## src/design/two_wire_pkg.sv

```systemverilog
// constants and types for the two-wire unit
// How it works
// - upper seven address bits hold own address
// - address bit zero enables general call
// - comparator match raises job-done event
// - address register resets to 0xFE, fully RW
// - every bus event except STOP sent sets job-done flag
// - irq needs flag, local and global enable
// - status code valid while flag set
// - writing one to flag bit clears it
// - no operation starts while flag set
// - sent START sets flag with start code
// - address packet sent reports ack result
// - data byte sent reports ack result
// - STOP sent, flag stays clear
// - scl held low while flag set and unit enabled
// - status code in bits seven to three
// - flag clear shows no-information code
// - busy bus: wait for STOP, then START
package two_wire_pkg;
  localparam logic [7:0]  OFS_CTRL   = 8'h00;
  localparam logic [7:0]  OFS_STAT   = 8'h04;
  localparam logic [7:0]  OFS_DATA   = 8'h08;
  localparam logic [7:0]  OFS_SLA    = 8'h0C;
  localparam logic [7:0]  OFS_RATE   = 8'h10;
  localparam logic [7:0]  SLA_RESET  = 8'hFE;
  localparam logic [7:0]  RATE_RESET = 8'h10;
  localparam logic [7:0]  BYTE_ZERO  = 8'h00;
  localparam logic [1:0]  PS_RESET   = 2'h0;
  localparam logic [23:0] RD_PAD     = 24'h00_0000;
  localparam int CB_FLAG  = 7;
  localparam int CB_ACK   = 6;
  localparam int CB_STA   = 5;
  localparam int CB_STO   = 4;
  localparam int CB_EN    = 2;
  localparam int CB_IE    = 0;
  localparam int CODE_LSB = 3;
  localparam int CODE_MSB = 7;
  localparam logic [3:0] BIT_ZERO  = 4'h0;
  localparam logic [3:0] BIT_ONE   = 4'h1;
  localparam logic [3:0] LAST_DATA = 4'h7;
  localparam logic [3:0] LAST_BIT  = 4'h8;
  localparam logic [6:0] GC_ADDR   = 7'h00;
  localparam logic [1:0] PH0 = 2'h0;
  localparam logic [1:0] PH1 = 2'h1;
  localparam logic [1:0] PH2 = 2'h2;
  localparam logic [1:0] PH3 = 2'h3;
  localparam logic [4:0] C_START        = 5'h01;
  localparam logic [4:0] C_SLA_ACK      = 5'h03;
  localparam logic [4:0] C_SLA_NACK     = 5'h04;
  localparam logic [4:0] C_DATA_ACK     = 5'h05;
  localparam logic [4:0] C_DATA_NACK    = 5'h06;
  localparam logic [4:0] C_MR_SLA_ACK   = 5'h08;
  localparam logic [4:0] C_MR_SLA_NACK  = 5'h09;
  localparam logic [4:0] C_MR_DATA_ACK  = 5'h0A;
  localparam logic [4:0] C_MR_DATA_NACK = 5'h0B;
  localparam logic [4:0] C_SR_ADDR      = 5'h0C;
  localparam logic [4:0] C_SR_GC        = 5'h0E;
  localparam logic [4:0] C_SR_DATA      = 5'h10;
  localparam logic [4:0] C_SR_STOP      = 5'h14;
  localparam logic [4:0] C_ST_ADDR      = 5'h15;
  localparam logic [4:0] C_ST_DATA_ACK  = 5'h17;
  localparam logic [4:0] C_ST_DATA_NACK = 5'h18;
  localparam logic [4:0] C_NONE         = 5'h1F;
  typedef struct packed {
    logic [7:0]  paddr;
    logic        psel;
    logic        penable;
    logic        pwrite;
    logic [31:0] pwdata;
  } apb_req_t;
  typedef struct packed {
    logic [31:0] prdata;
    logic        pready;
    logic        pslverr;
  } apb_rsp_t;
  typedef struct packed {
    logic scl;
    logic sda;
  } line_t;
  typedef enum logic [2:0] {ST_IDLE, ST_WAIT_FREE, ST_START, ST_MBIT, ST_STOP, ST_HOLD, ST_SBIT} state_t;
endpackage

```

## src/design/two_wire_unit.sv

```systemverilog
// two-wire unit: address recognition, job-done handshake, byte engine, apb registers
//
// Local design decisions: the register addresses and the APB interface to the registers.
module two_wire_unit #(
  parameter logic [7:0] RATE_DEFAULT = two_wire_pkg::RATE_RESET
) (
  input  wire logic                   clk_in,
  input  wire logic                   rst_in,
  input  wire two_wire_pkg::apb_req_t apb_in,
  output two_wire_pkg::apb_rsp_t      apb_out,
  input  wire logic                   global_irq_en_in,
  input  wire two_wire_pkg::line_t    lines_in,
  output two_wire_pkg::line_t         lines_out,
  output two_wire_pkg::line_t         lines_oe_out,
  output logic                        irq_out
);
  import two_wire_pkg::*;

  function automatic logic addr_hit(input logic [7:0] rx, input logic [7:0] own);
    addr_hit = (rx[7:1] == own[7:1]) || (own[0] && rx[7:1] == GC_ADDR);
  endfunction

  ////////////////////////////////////////////////////////////////////////////
  // pin synchronisers; first stage read only by the second
  line_t s1_q, s2_q, s3_q;
  always_ff @(posedge clk_in or posedge rst_in)
  begin
    if (rst_in)
    begin
      s1_q <= '1;
      s2_q <= '1;
      s3_q <= '1;
    end
    else
    begin
      s1_q <= lines_in;
      s2_q <= s1_q;
      s3_q <= s2_q;
    end
  end
  wire scl_rise   = s2_q.scl & ~s3_q.scl;
  wire scl_fall   = ~s2_q.scl & s3_q.scl;
  wire start_seen = s2_q.scl & s3_q.scl & s3_q.sda & ~s2_q.sda;
  wire stop_seen  = s2_q.scl & s3_q.scl & ~s3_q.sda & s2_q.sda;

  ////////////////////////////////////////////////////////////////////////////
  // register state
  state_t     state_q, state_d;
  logic [1:0] ph_q, ph_d, ps_q;
  logic [3:0] bit_q, bit_d;
  logic [7:0] data_q, data_d, sla_q, rate_q, div_q;
  logic [4:0] code_q, ev_code;
  logic       samp_q, samp_d, rd_q, rd_d, addr_ph_q, addr_ph_d;
  logic       master_q, master_d, ack_q, ack_d, ev, sto_done;
  logic       flag_q, ack_en_q, sta_q, sto_q, wc_q, en_q, ie_q, busy_q;
  logic       scl_oe_q, sda_oe_q;
  logic [31:0] prdata_q;
  logic        pslverr_q;

  ////////////////////////////////////////////////////////////////////////////
  // apb decode; zero wait states, registers sampled in the setup cycle
  wire setup    = apb_in.psel & ~apb_in.penable;
  wire wr       = apb_in.psel & apb_in.penable & apb_in.pwrite;
  wire is_ctrl  = apb_in.paddr == OFS_CTRL;
  wire is_stat  = apb_in.paddr == OFS_STAT;
  wire is_data  = apb_in.paddr == OFS_DATA;
  wire is_sla   = apb_in.paddr == OFS_SLA;
  wire is_rate  = apb_in.paddr == OFS_RATE;
  wire mapped   = is_ctrl | is_stat | is_data | is_sla | is_rate;
  wire wr_ctrl  = wr & is_ctrl;
  wire wr_data  = wr & is_data;
  wire clr      = wr_ctrl & apb_in.pwdata[CB_FLAG];
  wire [7:0] ctrl_view = {flag_q, ack_en_q, sta_q, sto_q, wc_q, en_q, 1'b0, ie_q};
  // code only meaningful while the flag stands
  wire [4:0] code_view = flag_q ? code_q : C_NONE;
  wire [7:0] stat_view = {code_view, 1'b0, ps_q};
  wire [7:0] rsel = is_ctrl ? ctrl_view : is_stat ? stat_view : is_data ? data_q :
                    is_sla ? sla_q : is_rate ? rate_q : BYTE_ZERO;
  assign apb_out.prdata  = prdata_q;
  assign apb_out.pready  = 1'b1;
  assign apb_out.pslverr = pslverr_q;

  always_ff @(posedge clk_in or posedge rst_in)
  begin
    if (rst_in)
    begin
      prdata_q  <= '0;
      pslverr_q <= 1'b0;
    end
    else if (setup)
    begin
      prdata_q  <= {RD_PAD, rsel};
      pslverr_q <= ~mapped;
    end
  end

  ////////////////////////////////////////////////////////////////////////////
  // quarter-bit tick; prescaler bits are stored but not applied
  wire tick = div_q == rate_q;
  wire [7:0] rx_byte = {data_q[6:0], samp_q};
  wire nack = samp_q;

  always_comb
  begin
    state_d   = state_q;
    ph_d      = ph_q;
    bit_d     = bit_q;
    data_d    = data_q;
    samp_d    = samp_q;
    rd_d      = rd_q;
    addr_ph_d = addr_ph_q;
    master_d  = master_q;
    ack_d     = ack_q;
    ev        = 1'b0;
    ev_code   = code_q;
    sto_done  = 1'b0;
    if (!en_q)
      state_d = ST_IDLE;
    else
      case (state_q)
        ST_IDLE:
        begin
          sto_done = sto_q;
          if (!flag_q && sta_q)
          begin
            state_d = busy_q ? ST_WAIT_FREE : ST_START;
            ph_d    = PH0;
          end
          else if (start_seen)
          begin
            state_d   = ST_SBIT;
            bit_d     = BIT_ZERO - BIT_ONE; // the fall that ends the start is not a bit
            addr_ph_d = 1'b1;
            ack_d     = 1'b0;
            rd_d      = 1'b0;
            master_d  = 1'b0;
          end
        end
        ST_WAIT_FREE:
        begin
          if (!busy_q)
            state_d = ST_START;
          ph_d = PH0;
        end
        ST_START:
        begin
          if (tick)
            case (ph_q)
              PH0: ph_d = s2_q.scl ? PH1 : PH0;
              PH1: ph_d = PH2;
              default:
              begin
                ev        = 1'b1;
                ev_code   = C_START;
                state_d   = ST_HOLD;
                master_d  = 1'b1;
                addr_ph_d = 1'b1;
              end
            endcase
        end
        ST_MBIT:
        begin
          if (tick)
            case (ph_q)
              PH0: ph_d = PH1;
              PH1: ph_d = s2_q.scl ? PH2 : PH1;
              PH2:
              begin
                samp_d = s2_q.sda;
                ph_d   = PH3;
              end
              default:
              begin
                if (bit_q == LAST_BIT)
                begin
                  ev        = 1'b1;
                  state_d   = ST_HOLD;
                  addr_ph_d = 1'b0;
                  if (addr_ph_q)
                    ev_code = rd_q ? (nack ? C_MR_SLA_NACK : C_MR_SLA_ACK) : (nack ? C_SLA_NACK : C_SLA_ACK);
                  else if (rd_q)
                    ev_code = ack_en_q ? C_MR_DATA_ACK : C_MR_DATA_NACK;
                  else
                    ev_code = nack ? C_DATA_NACK : C_DATA_ACK;
                end
                else
                begin
                  data_d = rx_byte;
                  bit_d  = bit_q + BIT_ONE;
                  ph_d   = PH0;
                end
              end
            endcase
        end
        ST_STOP:
        begin
          if (tick)
            case (ph_q)
              PH0: ph_d = PH1;
              PH1: ph_d = s2_q.scl ? PH2 : PH1;
              default:
              begin
                state_d  = ST_IDLE;
                sto_done = 1'b1;
                master_d = 1'b0;
              end
            endcase
        end
        ST_HOLD:
        begin
          if (clr)
          begin
            ph_d  = PH0;
            bit_d = BIT_ZERO;
            if (master_q && apb_in.pwdata[CB_STA])
              state_d = ST_START;
            else if (apb_in.pwdata[CB_STO])
              state_d = master_q ? ST_STOP : ST_IDLE;
            else if (master_q)
            begin
              state_d = ST_MBIT;
              if (addr_ph_q)
                rd_d = data_q[0];
            end
            else
              state_d = (code_q == C_SR_STOP) ? ST_IDLE : ST_SBIT;
          end
        end
        ST_SBIT:
        begin
          if (stop_seen)
          begin
            state_d = addr_ph_q ? ST_IDLE : ST_HOLD;
            ev      = ~addr_ph_q;
            ev_code = C_SR_STOP;
          end
          else if (start_seen)
          begin
            bit_d     = BIT_ZERO - BIT_ONE;
            addr_ph_d = 1'b1;
            ack_d     = 1'b0;
            rd_d      = 1'b0;
          end
          else if (scl_rise)
            samp_d = s2_q.sda;
          else if (scl_fall)
          begin
            if (bit_q == LAST_BIT)
            begin
              ev        = 1'b1;
              state_d   = ST_HOLD;
              bit_d     = BIT_ZERO;
              addr_ph_d = 1'b0;
              if (addr_ph_q)
                ev_code = (data_q[7:1] == GC_ADDR) ? C_SR_GC : (rd_q ? C_ST_ADDR : C_SR_ADDR);
              else
                ev_code = rd_q ? (nack ? C_ST_DATA_NACK : C_ST_DATA_ACK) : C_SR_DATA;
            end
            else
            begin
              data_d = rx_byte;
              bit_d  = bit_q + BIT_ONE;
              if (bit_q == LAST_DATA)
              begin
                // unaddressed or ack disabled: drop off the bus quietly
                if (addr_ph_q && !(ack_en_q && addr_hit(rx_byte, sla_q)))
                  state_d = ST_IDLE;
                rd_d  = addr_ph_q ? rx_byte[0] : rd_q;
                ack_d = addr_ph_q | ack_en_q;
              end
            end
          end
        end
        default: state_d = ST_IDLE;
      endcase
    if (wr_data && flag_q)
      data_d = apb_in.pwdata[7:0];
  end

  ////////////////////////////////////////////////////////////////////////////
  // pin drive, open drain: only ever pulls low
  wire m_sda = (bit_q < LAST_BIT) ? ((addr_ph_q | ~rd_q) & ~data_q[7]) : (rd_q & ~addr_ph_q & ack_en_q);
  wire s_sda = (bit_q < LAST_BIT) ? (rd_q & ~addr_ph_q & ~data_q[7]) : (ack_q & (addr_ph_q | ~rd_q));
  wire scl_low_d = en_q & (flag_q |
                   (state_q == ST_MBIT & (ph_q == PH0 | ph_q == PH3)) |
                   (state_q == ST_START & ph_q == PH2) | (state_q == ST_STOP & ph_q == PH0));
  wire sda_low_d = en_q & ((state_q == ST_MBIT & m_sda) | (state_q == ST_SBIT & s_sda) |
                   (state_q == ST_START & ph_q != PH0) | (state_q == ST_STOP & ph_q != PH2));
  assign lines_out        = '0;
  assign lines_oe_out.scl = scl_oe_q;
  assign lines_oe_out.sda = sda_oe_q;
  assign irq_out = flag_q & ie_q & global_irq_en_in;

  ////////////////////////////////////////////////////////////////////////////
  // engine registers
  always_ff @(posedge clk_in or posedge rst_in)
  begin
    if (rst_in)
    begin
      state_q   <= ST_IDLE;
      ph_q      <= PH0;
      bit_q     <= BIT_ZERO;
      data_q    <= BYTE_ZERO;
      samp_q    <= 1'b1;
      rd_q      <= 1'b0;
      addr_ph_q <= 1'b0;
      master_q  <= 1'b0;
      ack_q     <= 1'b0;
    end
    else
    begin
      state_q   <= state_d;
      ph_q      <= ph_d;
      bit_q     <= bit_d;
      data_q    <= data_d;
      samp_q    <= samp_d;
      rd_q      <= rd_d;
      addr_ph_q <= addr_ph_d;
      master_q  <= master_d;
      ack_q     <= ack_d;
    end
  end

  // software registers; a hardware set of the flag beats a software clear
  always_ff @(posedge clk_in or posedge rst_in)
  begin
    if (rst_in)
    begin
      flag_q   <= 1'b0;
      code_q   <= C_NONE;
      ack_en_q <= 1'b0;
      sta_q    <= 1'b0;
      sto_q    <= 1'b0;
      wc_q     <= 1'b0;
      en_q     <= 1'b0;
      ie_q     <= 1'b0;
      sla_q    <= SLA_RESET;
      rate_q   <= RATE_DEFAULT;
      ps_q     <= PS_RESET;
    end
    else
    begin
      flag_q <= ev | (flag_q & ~clr);
      if (ev)
        code_q <= ev_code;
      if (wr_ctrl)
      begin
        ack_en_q <= apb_in.pwdata[CB_ACK];
        sta_q    <= apb_in.pwdata[CB_STA];
        en_q     <= apb_in.pwdata[CB_EN];
        ie_q     <= apb_in.pwdata[CB_IE];
      end
      if (wr_ctrl)
        sto_q <= apb_in.pwdata[CB_STO];
      else if (sto_done)
        sto_q <= 1'b0;
      if (wr_data)
        wc_q <= ~flag_q;
      if (wr & is_sla)
        sla_q <= apb_in.pwdata[7:0];
      if (wr & is_rate)
        rate_q <= apb_in.pwdata[7:0];
      if (wr & is_stat)
        ps_q <= apb_in.pwdata[1:0];
    end
  end

  always_ff @(posedge clk_in or posedge rst_in)
  begin
    if (rst_in)
    begin
      div_q    <= BYTE_ZERO;
      busy_q   <= 1'b0;
      scl_oe_q <= 1'b0;
      sda_oe_q <= 1'b0;
    end
    else
    begin
      div_q    <= tick ? BYTE_ZERO : div_q + 8'h01;
      busy_q   <= start_seen | (busy_q & ~stop_seen);
      scl_oe_q <= scl_low_d;
      sda_oe_q <= sda_low_d;
    end
  end
endmodule

```

## config.mk

```make
export PLATFORM = sky130hd
export DESIGN_NAME = two_wire_unit
export DESIGN_NICKNAME = d
export VERILOG_FILES = /design/src/design/two_wire_pkg.sv /design/src/design/two_wire_unit.sv
export SDC_FILE = /design/constraint.sdc
export NUM_CORES = 1
export LEC_CHECK = 0
export BUFFER_PORTS_ARGS = -buffer_cell sky130_fd_sc_hd__buf_4
export CAP_MARGIN = 20
export CORE_AREA = 4 4 115 161
export DETAILED_ROUTE_END_ITERATION = 8
export DIE_AREA = 0 0 119 165
export GPL_TIMING_DRIVEN = 0
export SYNTH_ARGS = -nofsm -noshare
export SYNTH_HDL_FRONTEND = slang
export SYNTH_SLANG_ARGS = --single-unit
```

## constraint.sdc

```tcl
create_clock -name clk_in -period 3.59 [get_ports clk_in]
set_clock_uncertainty 0.1 [all_clocks]
set_input_delay 0.5385 -clock clk_in [delete_from_list [all_inputs] [get_ports clk_in]]
set_output_delay 0.5385 -clock clk_in [all_outputs]
set_load 0.02 [all_outputs]
```

Word level (Yosys, flattened, before mapping)

Index checks and enable logic that the tools add are counted.
Widths: inputs -> output; s select.

Reductions and logical operators: 38
Order comparisons: 1
$add $sub $neg: 2
Bitwise operators: 61
Equal/unequal tests: 72
Mux-type cells: 151

Operators by type and width:

| cell               | count |
|---|---|
| $mux 8             | 15 |
| $mux 3             | 26 |
| $ne 3x3->1 const B | 24 |
| $mux 5             | 14 |
| $mux 4             | 16 |
| $mux 1             | 56 |
| $ne 2x2->1 const B | 20 |
| $and 1x1->1        | 34 |
| $reduce_and 15->1  | 2 |
| $reduce_and 11->1  | 2 |
| $pmux 3 s7         | 1 |
| $mux 2             | 9 |
| $eq 8x4->1 const B | 2 |
| $ne 4x4->1 const B | 4 |
| $pmux 4 s4         | 1 |
| $pmux 8 s2         | 1 |
| $reduce_and 8->1   | 2 |
| $or 1x1->1         | 15 |
| $pmux 5 s3         | 1 |
| $logic_not 7->1    | 2 |
| $not 1->1          | 12 |
| $pmux 2 s6         | 1 |
| $reduce_and 12->1  | 1 |
| $reduce_bool 3->1  | 4 |
| 38 further kinds   | 60 |

Word-level logic and storage cells: 357
Flip-flop bits (word level): 78
Input port bits: 48

Logic depth before layout (Yosys ltp)

Depth in word-level cells: 15
Depth in mapped cells: 9
Depth with buffers taken out: 8

Worst setup path after synthesis

OpenSTA, ideal clock, no wires.

Kind: input to register
From: in apb_in[38] (netlist bit)
To: reg ph_q[0]
Buffers on the path: 1
Arrival: 1.891 ns
Setup time: 0.128 ns
Slack: 1.472 ns
Stages: 6
Cell sequence: buf_4 nor4_4 nand4_1 a21oi_2 nand4b_1 mux2_1

Cells in the longest elaborated chain, start to end: 5

RTL lines:

| item                               | line                 | source |
|---|---|---|
| start, declared                    | two_wire_unit.sv:9   | `input wire two_wire_pkg::apb_req_t apb_in,` |
| $logic_not 8->1                    | two_wire_unit.sv:64  | `wire is_ctrl = apb_in.paddr == OFS_CTRL;` |
| $and 1x1->1                        | two_wire_unit.sv:70  | `wire wr_ctrl = wr & is_ctrl;` |
| $and 1x1->1                        | two_wire_unit.sv:72  | `wire clr = wr_ctrl & apb_in.pwdata[CB_FLAG];` |
| $ne 2x2->1 (no source line)        | n/a                  |  |
| $reduce_and 10->1 (no source line) | n/a                  |  |
| end signal, assigned               | two_wire_unit.sv:313 | `ph_q <= ph_d;` |
| end, declared                      | two_wire_unit.sv:49  | `logic [1:0] ph_q, ph_d, ps_q;` |

No other way between the ends.
A chain may end at the register's enable or synchronous reset.

Final worst setup path

From: reg s2_q[1] (netlist bit)
To: reg bit_q[1]

Cells in the longest elaborated chain, start to end: 6

RTL lines:

| item                     | line                                     | source |
|---|---|---|
| start, declared          | two_wire_unit.sv:25                      | `line_t s1_q, s2_q, s3_q;` |
| start signal, assigned   | two_wire_unit.sv:37                      | `s2_q <= s1_q;` |
| $and 1x1->1              | two_wire_unit.sv:43, two_wire_unit.sv:44 |  |
| $and 1x1->1 (2 in a row) | two_wire_unit.sv:43                      | `wire start_seen = s2_q.scl & s3_q.scl & s3_q.sda & ~s2_q.sda;` |
| $mux 4                   | two_wire_unit.sv:237                     | `else if (start_seen)` |
| $mux 4                   | two_wire_unit.sv:231                     | `if (stop_seen)` |
| $pmux 4 s4               | two_wire_unit.sv:120                     | `case (state_q)` |
| end signal, assigned     | two_wire_unit.sv:314                     | `bit_q <= bit_d;` |
| end, declared            | two_wire_unit.sv:50                      | `logic [3:0] bit_q, bit_d;` |

Parallel ways exist; a longest one is shown, timed or not. The select of a mux whose other input is x is not followed.

==> parameters.txt <==
Parameter                              Value

Synthesis
  Dominant register cell in the synthesized netlist ... dfrtp_1
  Combined area of all synthesized cells ... slightly above 5000 sq um
  FF+latch count, synth ... around 80
  Leading area contributor after synthesis ... dfrtp_1
  Async S/R FF share, synth ... 1.00
  Syn Area/Cell ... 8.98 sq um
  Number of instances in the synthesized netlist ... roughly 570
  Synth warnings ... 0
  Portion of the post-synthesis area used by sequential elements ... 0.390
  Area contributors post-synth ... dfrtp_1, dfstp_2, mux2_2, buf_4, o21ai_0
  Yosys cell types ... between 60 and 70
  Number of enable flip-flop cells after synthesis ... 0
  Share of Yosys cell area claimed by the top area cell type ... 0.286

Place
  Number of buffer cells added on primary ports ... 32
  Detail Placement HPWL ... 10600 um
  Number of placed instances with taps included ... 859
  Placer's final routability congestion estimate ... about 0.93

Power and ir drop
  Leakage component of the power ... between 2 and 3 nW
  Switching power total ... roughly 1.5 mW
  Fraction of power spent switching nets ... 0.406
  Total power density per cell area ... 608 nW/um^2
  Power, Total ... between 3 and 4 mW
  Part of the total power dissipated in the clock network ... 0.242
  IR drop worst, VDD ... roughly 330 uV
  Total internal power ... 2.17 mW
  Proportion of power drawn by flip-flops and latches ... 0.347
  Relative contribution of combinational cells to total power ... 0.411

Setup path
  Worst reg2reg path startpoint ... s2_q[1]$_DFF_PP1_
  Worst setup path start ... s2_q[1]$_DFF_PP1_
  Required @ worst endpoint ... between 3 and 4 ns
  Number of cells traversed by the worst register-to-register path ... 7
  CP max FO ... 8
  Worst R2R Setup Slack ... between 1 and 1.5 ns
  CP endpoint kind ... register
  Setup CP Type ... reg -> reg
  Worst EP arrival ... ~2.6 ns
  Critical register-to-register path endpoint ... bit_q[1]$_DFFE_PP0P_
  CP startpoint kind ... register

Die
  Die height ... ~170 um
  Starting density of the core ... 0.295
  Number of core rows ... 57
  Core Box Area ... about 17000 sq um
  Die Area ... between 15000 and 20000 sq um
  Overall die width ... around 120 um
  Number of placed I/O pins ... 87

Drt
  # DRC ... 0
  Total number of vias ... between 4000 and 5000
  Number of routed nets with antenna violations ... 0
  Average wire per cell in the routed design ... roughly 16 um
  Iter 0 DRT Violations ... about 190
  Total wire length ... ~14000 um
  First-pass detailed-route iteration total ... 4
  Post-detailed-route via-to-cell ratio ... between 4 and 5

Timing
  Fin. Hold Viols ... 0
  Normalized max-slew margin ... 0.583
  Final period util ... 0.684
  Unrepaired setup endpoints after global routing ... no
  # setup viols final ... 0
  Period minus WS final ... 2.45 ns
  Worst-margin pin slew ... 0.624 ns
  Fmax ... ~0.41 GHz
  Number of slew-limit violations in the final report ... 0

Min path
  Classification of the worst-slack hold path ... in -> async

CTS
  Hold-fix buffers at CTS ... 0
  TritonCTS clock tree ... yes
  Insertion delay to the later sink of the worst-skew pair ... 0.35 ns
  Resize count post-CTS ... 0
  Number of buffers created by CTS ... 9
  Root buffer cell ... clkbuf_16
  Number of H-tree branching levels ... 3
  Clock transition at the registers of the reported paths ... 0.07 ns
  Clock net sink count ... 78
  Clock Tree Buf Depth ... 2
  Post-CTS setup buffer count ... 0

Cells and area
  Commonest cells after routing, fill and taps aside ... buf_4, dfrtp_1, nor2_1, nand2_1, o21ai_0
  Share of the core filled with cells ... 0.350
  FILL cells ... ~1800
  Leading cell type in the layout, fill and taps excluded ... buf_4
  Synthesis-to-layout area growth ... 18.7%
  Count of inserted antenna diode cells ... 0
  Number of nets in the layout ... between 600 and 700
  Final cell count without fillers ... 875
  Share of post-route cells with drive strength above 1 ... 0.232

GRT
  Maximum number of pins on one net before global-route repair ... between 60 and 70
  Wire length of the first global-routing pass ... 22300 um
  Antenna violations before repair ... 0
  Vias in the first global route ... 4158
  GRT Util Overall ... 0.143
  Grt ovf ... 0

Run
  Count of maximum capacitance violations ... 0

Outcome
  Outcome ... completed
## flip-flops by register name, summed over array words and instances (netlist names), 2 cells and up
register and flops:
state_q 3, rate_q 8, ph_q 2, ps_q 2, s2_q 2, data_q 8, code_q 5, bit_q 4
prdata_q 8, sla_q 8, s1_q 2, s3_q 2, div_q 8
## cell usage after synthesis, drive strengths merged (4+ instances only)
cell type	instances
dfrtp	58
nor2	49
buf	47
o21ai	46
nand2	45
a21oi	40
mux2	25
dfstp	20
inv	18
nand3	18
xor2	14
clkbuf	13
ha	13
mux2i	13
nand2b	11
nor2b	9
nor4	9
and3	8
o22ai	8
xnor2	8
a211oi	7
a31oi	7
nand3b	7
a22oi	6
o31ai	6
and2	5
nand4	5
nand4b	5
nor3	5
a21o	4
## metal layers
metal	GRT usage	part of all wire
met3	0.0192	0.047
met2	0.251	0.52
met4	0.0743	0.037
met5	0	0
met1	0.170	0.40
## how the worst max path moves through the flow
| stage | end | slack, ns |
|---|---|---|
| global placement | prdata_q[0]$_DFFE_PP0P_ | -0.13 |
| global route | data_q[0]$_DFFE_PP0P_ | 1.01 |
| detailed placement | ph_q[0]$_DFFE_PP0P_ | 0.93 |
| finish | bit_q[1]$_DFFE_PP0P_ | 1.14 |
| floorplan | ack_en_q$_DFFE_PP0N_ | 0.99 |
| CTS | bit_q[2]$_DFFE_PP0P_ | 1.19 |
## cell type report
cell class,count,area [sq um],area share
well taps,236,295,0.0490
flip-flops and latches,78,1980,0.328
multi-input cells,433,2760,0.457
clock inverters,7,65.1,0.0108
inverters,19,73.8,0.0123
plain buffers,60,364,0.0604
clock buffers,9,225,0.0374
repair buffers,33,268,0.0445
## cell families after synthesis
logic type | share of synthesized area
multiplexers | 0.0819
XOR/XNOR | 0.0380
AO/OA/AOI/OAI | 0.174
flip-flops | 0.390
AND/OR/NAND/NOR | 0.197
adder cells (fa/ha/maj) | 0.0321
buffers and inverters | 0.0858
other | 0.00148
## through the flow
| step | instance area, sq um | setup WS [ns] | setup TNS [ns] | hold slack (ns) |
|---|---|---|---|---|
| after global routing | 6020 | 1.01 | 0 | 0.0286 |
| after CTS | 6020 | 1.19 | 0 | 0.0199 |
| final | 6020 | 1.14 | 0 | 0.0182 |
| after global placement | 5700 | -0.135 | -7.41 | 0.247 |
| after floorplan | 5170 | 0.990 | 0 | 0.245 |
| after detailed placement | 5730 | 0.928 | 0 | 0.247 |
## power groups by stage
stage                     logic, mW  clock network, mW  registers [mW]
after CTS                      1.49              0.911            1.27
after global placement         1.47                  0            1.28
final                          1.51              0.886            1.27
after floorplan                1.15                  0            1.22
after global routing           1.67              0.946            1.30
after detailed placement       1.48                  0            1.28
## critical path, stage by stage, from the launching register on
cell and delay, ns:
dfstp_2 0.53, buf_2 0.19, and4b_1 0.38, nor2_1 0.09, a221oi_1 0.48, nand4b_2 0.29, a211oi_1 0.23, a21oi_1 0.06
Note: power is estimated with default switching activity, not from simulation.
